### src/wmc_cfg.svh
`ifndef WMC_CFG_SVH
`define WMC_CFG_SVH

// Register reset value and serial frame layout
`define WMC_CTRL_RESET 32'h7f8be110
`define WMC_CTRL_ADDR 4'h5
`define WMC_ADDR_W 4
`define WMC_FRAME_BITS 6'h25
`define WMC_ADDR_DONE 6'h05

// Field positions of the wake-up control word
`define WMC_WAKE_ON_BIT 31
`define WMC_DATA_BIT 30
`define WMC_STOP_BIT 29
`define WMC_LEN_HI 28
`define WMC_LEN_LO 24
`define WMC_ADDR_BIT 23
`define WMC_ERRCHK_BIT 22
`define WMC_SCAN_HI 21
`define WMC_SCAN_LO 13
`define WMC_RSSI_HI 12
`define WMC_RSSI_LO 6
`define WMC_HDR_HI 5
`define WMC_HDR_LO 3
`define WMC_STUFF_BIT 2

// Timing: clock period, one millisecond, scan and delay units
`define WMC_CLK_NS 20
`define WMC_MS_NS 1000000
`define WMC_SCAN_UNIT_MS 16'h000a
`define WMC_RSSI_UNIT_MS 16'h0008

`endif

### src/wmc_pkg.sv
package wmc_pkg;
	// Wake-up sequence states
	typedef enum logic [1:0] {
		WMC_IDLE = 2'b00,
		WMC_SCAN = 2'b01,
		WMC_RSSI_WAIT = 2'b10,
		WMC_HDR_WAIT = 2'b11
	} wmc_state_t;
endpackage : wmc_pkg

### src/wmc_timer.sv
`timescale 1ns/100ps
`include "wmc_cfg.svh"

module wmc_timer import wmc_pkg::*; #(
	parameter int P_MS_CYCLES = `WMC_MS_NS / `WMC_CLK_NS
) (
	input wire logic i_sys_clk,
	input wire logic i_nrst,
	input wire logic i_enable,
	input wire logic [8:0] i_scan_interval,
	input wire logic [6:0] i_rssi_check_delay,
	input wire logic [2:0] i_header_check_delay,
	output logic o_osc_start,
	output logic o_signal_level_test,
	output logic o_header_detect_test
);
	// Stand-in for the on-chip RC oscillator: one tick each millisecond
	logic [31:0] pre_reg;
	logic ms_tick;
	// Phase change; restarts the millisecond count so each delay is whole
	logic restart;
	assign ms_tick = (pre_reg == 32'(P_MS_CYCLES - 1));

	always_ff @(posedge i_sys_clk or negedge i_nrst) begin
		if (!i_nrst) begin
			pre_reg <= 32'h00000000;
		end else if (restart) begin
			// A free-running tick could end a phase up to one millisecond early
			pre_reg <= 32'h00000000;
		end else begin
			pre_reg <= ms_tick ? 32'h00000000 : pre_reg + 32'h00000001;
		end
	end

	// Prescaler of 1, 16 or 256 taken from the top two interval bits
	logic [15:0] presc;
	assign presc = (i_scan_interval[8:7] == 2'b00) ? 16'h0001 :
		(i_scan_interval[8:7] == 2'b11) ? 16'h0100 : 16'h0010;

	// Targets in milliseconds; products fit 32 bits with margin
	logic [31:0] scan_ms;
	logic [31:0] rssi_ms;
	logic [31:0] hdr_ms;
	assign scan_ms = (32'(presc) * 32'(i_scan_interval[6:0]) + 32'h1)
		* 32'(`WMC_SCAN_UNIT_MS);
	assign rssi_ms = (32'(i_rssi_check_delay) + 32'h1) * 32'(`WMC_RSSI_UNIT_MS);
	assign hdr_ms = rssi_ms * 32'(i_header_check_delay);

	wmc_state_t state_reg;
	wmc_state_t state_next;
	logic [31:0] cnt_reg;
	logic [31:0] target;
	logic reached;
	assign target = (state_reg == WMC_SCAN) ? scan_ms :
		(state_reg == WMC_RSSI_WAIT) ? rssi_ms : hdr_ms;
	// Millisecond count has reached the target of the current phase
	assign reached = (cnt_reg >= target);
	assign restart = (state_next != state_reg);

	// Next state: scan, then start oscillator, then the two checks
	always_comb begin
		state_next = state_reg;
		unique case (state_reg)
			WMC_IDLE: state_next = i_enable ? WMC_SCAN : WMC_IDLE;
			WMC_SCAN: state_next = reached ? WMC_RSSI_WAIT : WMC_SCAN;
			WMC_RSSI_WAIT: state_next = reached ? WMC_HDR_WAIT : WMC_RSSI_WAIT;
			WMC_HDR_WAIT: state_next = reached ? WMC_SCAN : WMC_HDR_WAIT;
		endcase
		if (!i_enable) begin
			// Disabling aborts any scan in progress
			state_next = WMC_IDLE;
		end
	end

	// Counter restarts on each phase change, so the first delay is counted
	// from the oscillator start and not from the last millisecond tick
	always_ff @(posedge i_sys_clk or negedge i_nrst) begin
		if (!i_nrst) begin
			state_reg <= WMC_IDLE;
			cnt_reg <= 32'h00000000;
		end else begin
			state_reg <= state_next;
			if (state_next != state_reg) begin
				cnt_reg <= 32'h00000000;
			end else if (ms_tick) begin
				cnt_reg <= cnt_reg + 32'h00000001;
			end
		end
	end

	// One-cycle event pulses on phase exits
	always_ff @(posedge i_sys_clk or negedge i_nrst) begin
		if (!i_nrst) begin
			o_osc_start <= 1'b0;
			o_signal_level_test <= 1'b0;
			o_header_detect_test <= 1'b0;
		end else begin
			o_osc_start <= i_enable && (state_reg == WMC_SCAN) && reached;
			o_signal_level_test <= i_enable && (state_reg == WMC_RSSI_WAIT) && reached;
			o_header_detect_test <= i_enable && (state_reg == WMC_HDR_WAIT) && reached;
		end
	end
endmodule : wmc_timer

### src/wmc_top.sv
`timescale 1ns/100ps
`include "wmc_cfg.svh"

module wmc_top import wmc_pkg::*; #(
	parameter int P_MS_CYCLES = `WMC_MS_NS / `WMC_CLK_NS
) (
	// System clock and asynchronous reset
	input wire logic i_sys_clk,
	input wire logic i_nrst,
	// Serial register pins, asynchronous to the system clock
	input wire logic i_ser_clk,
	input wire logic i_ser_en,
	input wire logic i_ser_data,
	// Valid wake-up message from the receiver, same clock
	input wire logic i_msg_valid,
	// Serial read data and its pin enable, low while driving
	output logic o_ser_data,
	output logic o_ser_data_oe_n,
	// Configuration fields, each a copy of the stored register
	output logic o_wake_function_on,
	output logic o_data_present,
	output logic o_stop_mode,
	output logic [4:0] o_payload_length_code,
	output logic o_addr_present,
	output logic o_msg_error_check_mode,
	output logic o_bit_stuff_inhibit,
	// One-cycle timer events
	output logic o_osc_start,
	output logic o_signal_level_test,
	output logic o_header_detect_test
);
	// Two-stage synchronisers for the serial pins
	// Bit 2 serial clock, bit 1 frame enable, bit 0 serial data
	logic [2:0] sync1_reg;
	// First stage may go metastable; only this second stage is read
	logic [2:0] sync2_reg;
	// Delayed copies reset low like the idle pins, so no false edge
	logic sclk_d_reg;
	logic en_d_reg;
	// Raw pins are read by the first stage and nothing else

	always_ff @(posedge i_sys_clk or negedge i_nrst) begin
		if (!i_nrst) begin
			sync1_reg <= 3'h0;
			sync2_reg <= 3'h0;
		end else begin
			sync1_reg <= {i_ser_clk, i_ser_en, i_ser_data};
			sync2_reg <= sync1_reg;
		end
	end

	// Previous values of the synced clock and enable for edge detection
	// One cycle of delay is enough, the synced lines are already clean
	always_ff @(posedge i_sys_clk or negedge i_nrst) begin
		if (!i_nrst) begin
			sclk_d_reg <= 1'b0;
			en_d_reg <= 1'b0;
		end else begin
			sclk_d_reg <= sync2_reg[2];
			en_d_reg <= sync2_reg[1];
		end
	end

	// Edge decode of the synced serial lines
	// Clock edges count only inside a frame
	wire sclk_rise = sync2_reg[2] && !sclk_d_reg && sync2_reg[1];
	wire sclk_fall = !sync2_reg[2] && sclk_d_reg && sync2_reg[1];
	// Frame boundaries from the enable level
	wire frame_start = sync2_reg[1] && !en_d_reg;
	wire frame_end = !sync2_reg[1] && en_d_reg;

	// Frame: write flag, address, then 32 data bits, MSB first
	// Bits received so far; stops at a full frame
	logic [5:0] bit_cnt_reg;
	// Flag, address and data as shifted in
	logic [36:0] shift_reg;
	// Outgoing read word, bit 31 leaves first
	logic [31:0] rd_shift_reg;
	// The wake-up control register itself
	logic [31:0] ctrl_reg;

	// Address and direction, meaningful once five bits are in
	wire addr_hit = (shift_reg[3:0] == `WMC_CTRL_ADDR);
	wire is_read = !shift_reg[4];
	// Read word captured on the fifth rising edge, ahead of the falling
	// edge that must already show bit 31
	wire rd_load = sclk_rise && (bit_cnt_reg == `WMC_ADDR_DONE - 6'h01)
		&& !shift_reg[3] && ({shift_reg[2:0], sync2_reg[0]} == `WMC_CTRL_ADDR);
	// Write commits only for a full-length write frame to our address;
	// a short frame is dropped whole, never half applied; a long one commits its first 37 bits
	wire wr_commit = frame_end && (bit_cnt_reg == `WMC_FRAME_BITS)
		&& shift_reg[36] && (shift_reg[35:32] == `WMC_CTRL_ADDR);

	// First falling edge after the address starts a read to this register
	wire rd_start = sclk_fall && (bit_cnt_reg == `WMC_ADDR_DONE) && is_read && addr_hit;
	// Later falling edges while the pin is driven step to the next bit
	wire rd_step = sclk_fall && !o_ser_data_oe_n;
	wire rd_shift_en = rd_start || rd_step;

	// Bit counter and input shifter
	// Every bit is shifted, reads too; bits past a full frame are dropped,
	// so a long frame keeps the full-frame count and commits its first 37 bits
	always_ff @(posedge i_sys_clk or negedge i_nrst) begin
		if (!i_nrst) begin
			bit_cnt_reg <= 6'h00;
			shift_reg <= 37'h0;
		end else if (frame_start) begin
			bit_cnt_reg <= 6'h00;
		end else if (sclk_rise && bit_cnt_reg != `WMC_FRAME_BITS) begin
			bit_cnt_reg <= bit_cnt_reg + 6'h01;
			shift_reg <= {shift_reg[35:0], sync2_reg[0]};
		end
	end

	// Read path: live register copied once address is known
	// The copy is taken before the data phase, so a write or a wake-up
	// landing mid-read cannot tear the word on the pin
	always_ff @(posedge i_sys_clk or negedge i_nrst) begin
		if (!i_nrst) begin
			rd_shift_reg <= 32'h00000000;
			o_ser_data <= 1'b0;
			o_ser_data_oe_n <= 1'b1;
		end else begin
			if (rd_load) begin
				rd_shift_reg <= ctrl_reg;
			end else if (rd_shift_en) begin
				// Shift as each bit goes out, so the next fall shows the next bit
				rd_shift_reg <= {rd_shift_reg[30:0], 1'b0};
			end
			// Pin data changes on falling edges; the host samples on rising ones
			if (rd_shift_en) begin
				o_ser_data <= rd_shift_reg[31];
			end
			// Drive only during the data phase of a read to this register
			if (!sync2_reg[1]) begin
				// Frame over: release the pin at once
				o_ser_data_oe_n <= 1'b1;
			end else if (rd_start) begin
				o_ser_data_oe_n <= 1'b0;
			end
		end
	end

	// Control register; a valid message clearing the enable beats a write
	// that lands in the same cycle, so a wake-up is never masked
	logic [31:0] ctrl_next;
	always_comb begin
		// Software write first, then the hardware clear on top of it
		ctrl_next = wr_commit ? shift_reg[31:0] : ctrl_reg;
		if (i_msg_valid) begin
			ctrl_next[`WMC_WAKE_ON_BIT] = 1'b0;
		end
	end

	// Register storage; reserved low bits keep whatever software writes,
	// so software has to write them as zero
	always_ff @(posedge i_sys_clk or negedge i_nrst) begin
		if (!i_nrst) begin
			ctrl_reg <= `WMC_CTRL_RESET;
		end else begin
			ctrl_reg <= ctrl_next;
		end
	end

	// Configuration outputs registered from the next value, so each output
	// equals the matching register field in every cycle
	always_ff @(posedge i_sys_clk or negedge i_nrst) begin
		if (!i_nrst) begin
			// Reset values mirror the register reset word field by field
			o_wake_function_on <= 1'b0;
			o_data_present <= 1'b1;
			o_stop_mode <= 1'b1;
			o_payload_length_code <= 5'h1f;
			o_addr_present <= 1'b1;
			o_msg_error_check_mode <= 1'b0;
			o_bit_stuff_inhibit <= 1'b0;
		end else begin
			// Enable drops the cycle after a valid message
			o_wake_function_on <= ctrl_next[`WMC_WAKE_ON_BIT];
			o_data_present <= ctrl_next[`WMC_DATA_BIT];
			// Stop mode set: receiver finds the length from the stop field
			o_stop_mode <= ctrl_next[`WMC_STOP_BIT];
			// Code means bit count minus one; receiver uses it in fixed mode
			o_payload_length_code <= ctrl_next[`WMC_LEN_HI:`WMC_LEN_LO];
			o_addr_present <= ctrl_next[`WMC_ADDR_BIT];
			o_msg_error_check_mode <= ctrl_next[`WMC_ERRCHK_BIT];
			o_bit_stuff_inhibit <= ctrl_next[`WMC_STUFF_BIT];
		end
	end

	// Periodic scan and check sequencer
	// Fed from the stored register, so it reacts to a committed write or a valid-message clear
	// and never to a half-shifted frame
	wmc_timer #(
		.P_MS_CYCLES(P_MS_CYCLES)
	) u_timer (
		.i_sys_clk(i_sys_clk),
		.i_nrst(i_nrst),
		.i_enable(ctrl_reg[`WMC_WAKE_ON_BIT]),
		.i_scan_interval(ctrl_reg[`WMC_SCAN_HI:`WMC_SCAN_LO]),
		.i_rssi_check_delay(ctrl_reg[`WMC_RSSI_HI:`WMC_RSSI_LO]),
		.i_header_check_delay(ctrl_reg[`WMC_HDR_HI:`WMC_HDR_LO]),
		.o_osc_start(o_osc_start),
		.o_signal_level_test(o_signal_level_test),
		.o_header_detect_test(o_header_detect_test)
	);
endmodule : wmc_top

### config.mk
export PLATFORM = sky130hd
export DESIGN_NAME = wmc_top
export DESIGN_NICKNAME = d
export VERILOG_FILES = /design/src/wmc_pkg.sv /design/src/wmc_timer.sv /design/src/wmc_top.sv
export VERILOG_INCLUDE_DIRS = /design/src
export SDC_FILE = /design/constraint.sdc
export NUM_CORES = 1
export LEC_CHECK = 0
export CORE_UTILIZATION = 40
export DETAILED_ROUTE_END_ITERATION = 8
export DONT_BUFFER_PORTS = 1
export HOLD_SLACK_MARGIN = 0.12
export PLACE_DENSITY_LB_ADDON = 0.15
export SLEW_MARGIN = 30
export SYNTH_ARGS = -nofsm -noshare
export SYNTH_HDL_FRONTEND = slang
export SYNTH_SLANG_ARGS = --single-unit
export TNS_END_PERCENT = 10
### constraint.sdc
create_clock -name i_sys_clk -period 5.7 [get_ports i_sys_clk]
set_clock_uncertainty 0.1 [all_clocks]
set_input_delay 0.57 -clock i_sys_clk [delete_from_list [all_inputs] [get_ports i_sys_clk]]
set_output_delay 0.57 -clock i_sys_clk [all_outputs]
set_load 0.01 [all_outputs]
==> results.md <==
- In this run the static leakage power is 6.49 nW.
- Counting along the longest clock path gives a buffer depth of 2.
- The max-slew violation count is 0.
- The final wirelength is 22,200 um.
- The via count of the first global-routing pass is 7,801.
- The total number of yosys warnings is 0.
- In the post-synthesis netlist, the biggest area contributors are dfrtp_1, ha_1, mux2_2.
- The synthesized net count is 1,187.
- The power spent charging and discharging nets is 784 uW.
- STA puts the critical path data arrival time at 6.32 ns.
- The leading area contributor after synthesis is dfrtp_1.
- In this run the remaining antenna-violating nets after routing total 0.
- In this design, the critical path's most frequently occurring cell is ha_4.
- The wire length on met3 is 412 um.
- The via-per-instance ratio is 5.16.
- The most common cell in the netlist is dfrtp_1.
- The commonest cells after synthesis are dfrtp_1, nor2_1, ha_1.
- CTS saw 186 sinks.
- Signal routing reaches up to met4.
- The overall routing resource usage is 16.9%.
- The count of buffers added on input and output ports is 0.
- The number of buffers created by CTS is 17.
- Derived from the worst setup path, the maximum achievable clock frequency is 0.165 GHz.
- Of the total power, the share spent switching nets is 27.5%.
- The number of flip-flops under the largest register name is 37.
- The detailed router finished its first iteration with 383 violations.
- The internal portion of the total power is 2.07 mW.
- The clock group share of total power is 44.9%.
- Cells with a size suffix above 1 make up 23.7% of the layout.
- The initial antenna violation count is 0.
- For this run, the post-layout net count is 1,255.
- The clock-pin slew reported for the worst setup and hold paths after clock tree synthesis is 0.09 ns.
- The number of H-tree levels is 4.
- In the routed design, unresolved DRC markers number 0.
- At the later pin of the worst-skew pair, clock insertion delay measures 0.44 ns.
- The most frequently used flop master after synthesis is dfrtp_1.
- The share of synthesized flip-flops with an asynchronous set or reset is 100%.
- The slew of the pin with the lowest slew margin is 0.897 ns.
- The largest individual stage delay along the critical path comes from the cell o41a_4.
- The overall overflow remaining after global route is 0.
- Dividing the final minimum period by the clock period gives 106%.
- The first-pass iteration count of the detailed router is 4.
- Clock tree synthesis selected as its root buffer the cell clkbuf_16.
- The sequential fraction of design power is 50.0%.
- The total power of the final layout is 2.85 mW.
- Setup violations remaining at the end of the flow were counted as 69.
- Measured on the finished design, the core utilization comes to 48.3%.
- The floorplan step defined a core boundary enclosing 27,000 um^2.
- Dividing the detail-routed wire length by the instance count gives 14.7 um.
- The sequential-to-total area share from yosys stat is 42.4%.
- The critical path class is reg -> reg.
- The number of synthesized register bits is 186.
- Entering global routing, the biggest net connects 187 pins.
- The flow ran to the end, but the final reports show violations.
- For this block, the via count after detailed routing is 7,800.
- In this run, distinct cell masters in the synthesized netlist total 61.
- The checks that failed: negative setup slack.
- After detailed routing, the met2 layer carries 10,400 um of wire.
- The number of endpoints with negative hold slack in the final report is 0.
- After synthesis the cells add up to 11,000 um^2.
- Across the run, the number of max-cap violations was 0.
- The TritonCTS clock tree is done.
- The final period demand of the worst path is 6.05 ns.
- After detailed placement, the total cell area comes to 12,000 um^2.
- The area occupied by registers is 4680 um^2.
- In this run the horizontal extent of the chip is 168 um.
- Setup repair after global routing could not meet its margin everywhere.
- The die footprint is 28,200 um^2.
- The signed area change from the synthesized netlist to the final layout is 18.3%.
- The number of primary I/O pins is 22.
- In the synthesized netlist, the number of instances is 1,090.
- Dividing the synthesized area by the synthesized cell count gives 10.1 um^2.
- The first-pass GRT wire length is 38,800 um.
- The detailed placement HPWL is 15,500 um.
- For this configuration, the core starts out at a cell density of 40.9%.
- The biggest cell delay along the critical path is 0.49 ns.
- Dividing total power by cell area gives a power density of 219 nW/um^2.
- Across the VDD grid, the largest voltage drop is 0.136 mV.
- STA classifies the critical path startpoint as a register.
- The number of antenna repair diodes is 0.
- The weighted congestion at the end of routability-driven global placement is 0.829.
- The top cell type by area accounts for 38.4% of the synthesized area.
- The number of placement rows is 60.
- Of all nets on the critical path, the largest fanout is 16.
- Counting flops with a built-in enable in the synthesized netlist gives 0.
- The sum of routed wire segments on met1 is 11,100 um.
- The worst setup path is captured at a register.
- The share of power burned in combinational logic is 5.1%.
- Once routing completed, OpenROAD measured the worst setup slack at -0.347 ns.
- The die height is 168 um.
- Headroom to the max-slew limit came out at 40.1%.
- The final non-filler cell area is 13,000 um^2.
- The critical path data required time is 5.97 ns.
- Summing all multi-input logic gate instances after layout gives 6280 um^2.
- The number of inserted filler cells in the final layout is 2,494.
- The worst hold path belongs to the class reg -> reg.
worst max-delay path, delay by kind of cell (launching register included):
family                   cells  cell delay [ns]
AND/OR/NAND/NOR              4             0.42
adder cells (fa/ha/maj)      8             2.13
XOR/XNOR                     2             0.28
AO/OA/AOI/OAI               12             2.24
flip-flops                   1             0.40
buffers and inverters        3             0.39
area by class of cell:
class | instances | area share (%)
clock buffer | 17 | 3.26
inverter | 36 | 1.04
timing repair buffer | 92 | 6.68
tap | 341 | 3.27
sequential | 186 | 35.9
clock inverter | 15 | 1.67
multi-input combinational | 825 | 48.2
metrics by stage:
step	TNS [ns]	cells	setup slack, ns	hold WS (ns)
6_report	-19.83	1512	-0.347	0.256
5_1_grt	-39.87	1512	-0.632	0.260
4_1_cts	-25.36	1508	-0.424	0.259
3_5_place_dp	-24.47	1467	-0.447	0.180
3_3_place_gp	-17.87	1466	-0.323	0.180
2_1_floorplan	-4.24	1090	-0.0828	0.174
power groups by stage:
stage                     Clock [mW]  Sequential [mW]  Combinational [mW]
final                           1.28             1.42               0.146
after global routing            1.36             1.43               0.167
after CTS                       1.32             1.42               0.144
after detailed placement           0             1.45               0.107
after global placement             0             1.45               0.102
after floorplan                    0             1.43              0.0926
per-layer routing:
layer  vias up  track usage, %
li1       3925               -
met1      3796            23.4
met2        59            27.1
met3        20            2.56
met4         0            5.31
met5         -               0
logic make-up (layout without fill, tap and decap cells):
group / count (synthesis) / count (layout) / synth area share, %
simple gates: 388 / 388 / 17.4
flops: 186 / 186 / 42.4
compound gates: 140 / 140 / 7.70
mux: 105 / 105 / 10.3
xor+xnor: 101 / 101 / 8.03
fa+ha+maj: 91 / 91 / 10.9
buf+inv: 79 / 160 / 3.16
path summary, 6_finish.rpt:
kind,slack (ns),end,from,cells after the start
setup / recovery,-0.35,u_timer.cnt_reg[26],ctrl_reg[21],29
hold / removal,0.26,sync2_reg[1],sync1_reg[1],0
setup reg to reg,-0.35,u_timer.cnt_reg[26],ctrl_reg[21],29
hold reg to reg,0.26,sync2_reg[1],sync1_reg[1],0
max in group asynchronous,4.02,rd_shift_reg[31],i_nrst,3
min in group asynchronous,0.56,u_timer.pre_reg[19],i_nrst,2
what timing repair did:
item | in CTS | in global routing
pin swaps | 29 | 20
cloned | 2 | 0
setup endpoints to repair | 69 | 69
setup buffers | 1 | 3
gates resized for setup | 12 | 35
hold endpoints to repair | 190 | 0
hold buffers | 6 | 0
layout by cell type, fill, tap and decap left out, types with 7 or more instances in the layout:
cell type / count
nor2_2: 23
dfrtp_1: 169
o21ai_0: 20
buf_4: 77
dfstp_2: 17
xnor2_1: 53
nand4_1: 16
nand2_1: 78
nor3_2: 7
nand3_1: 35
a21o_1: 14
a21oi_1: 58
mux2_2: 71
and3_1: 17
ha_1: 76
a211oi_1: 10
clkbuf_16: 17
nor2_1: 117
mux2i_1: 34
xor2_1: 46
and2_1: 24
nor3_1: 18
inv_1: 33
fa_1: 9
No activity file was read; power rests on OpenSTA's default activity.
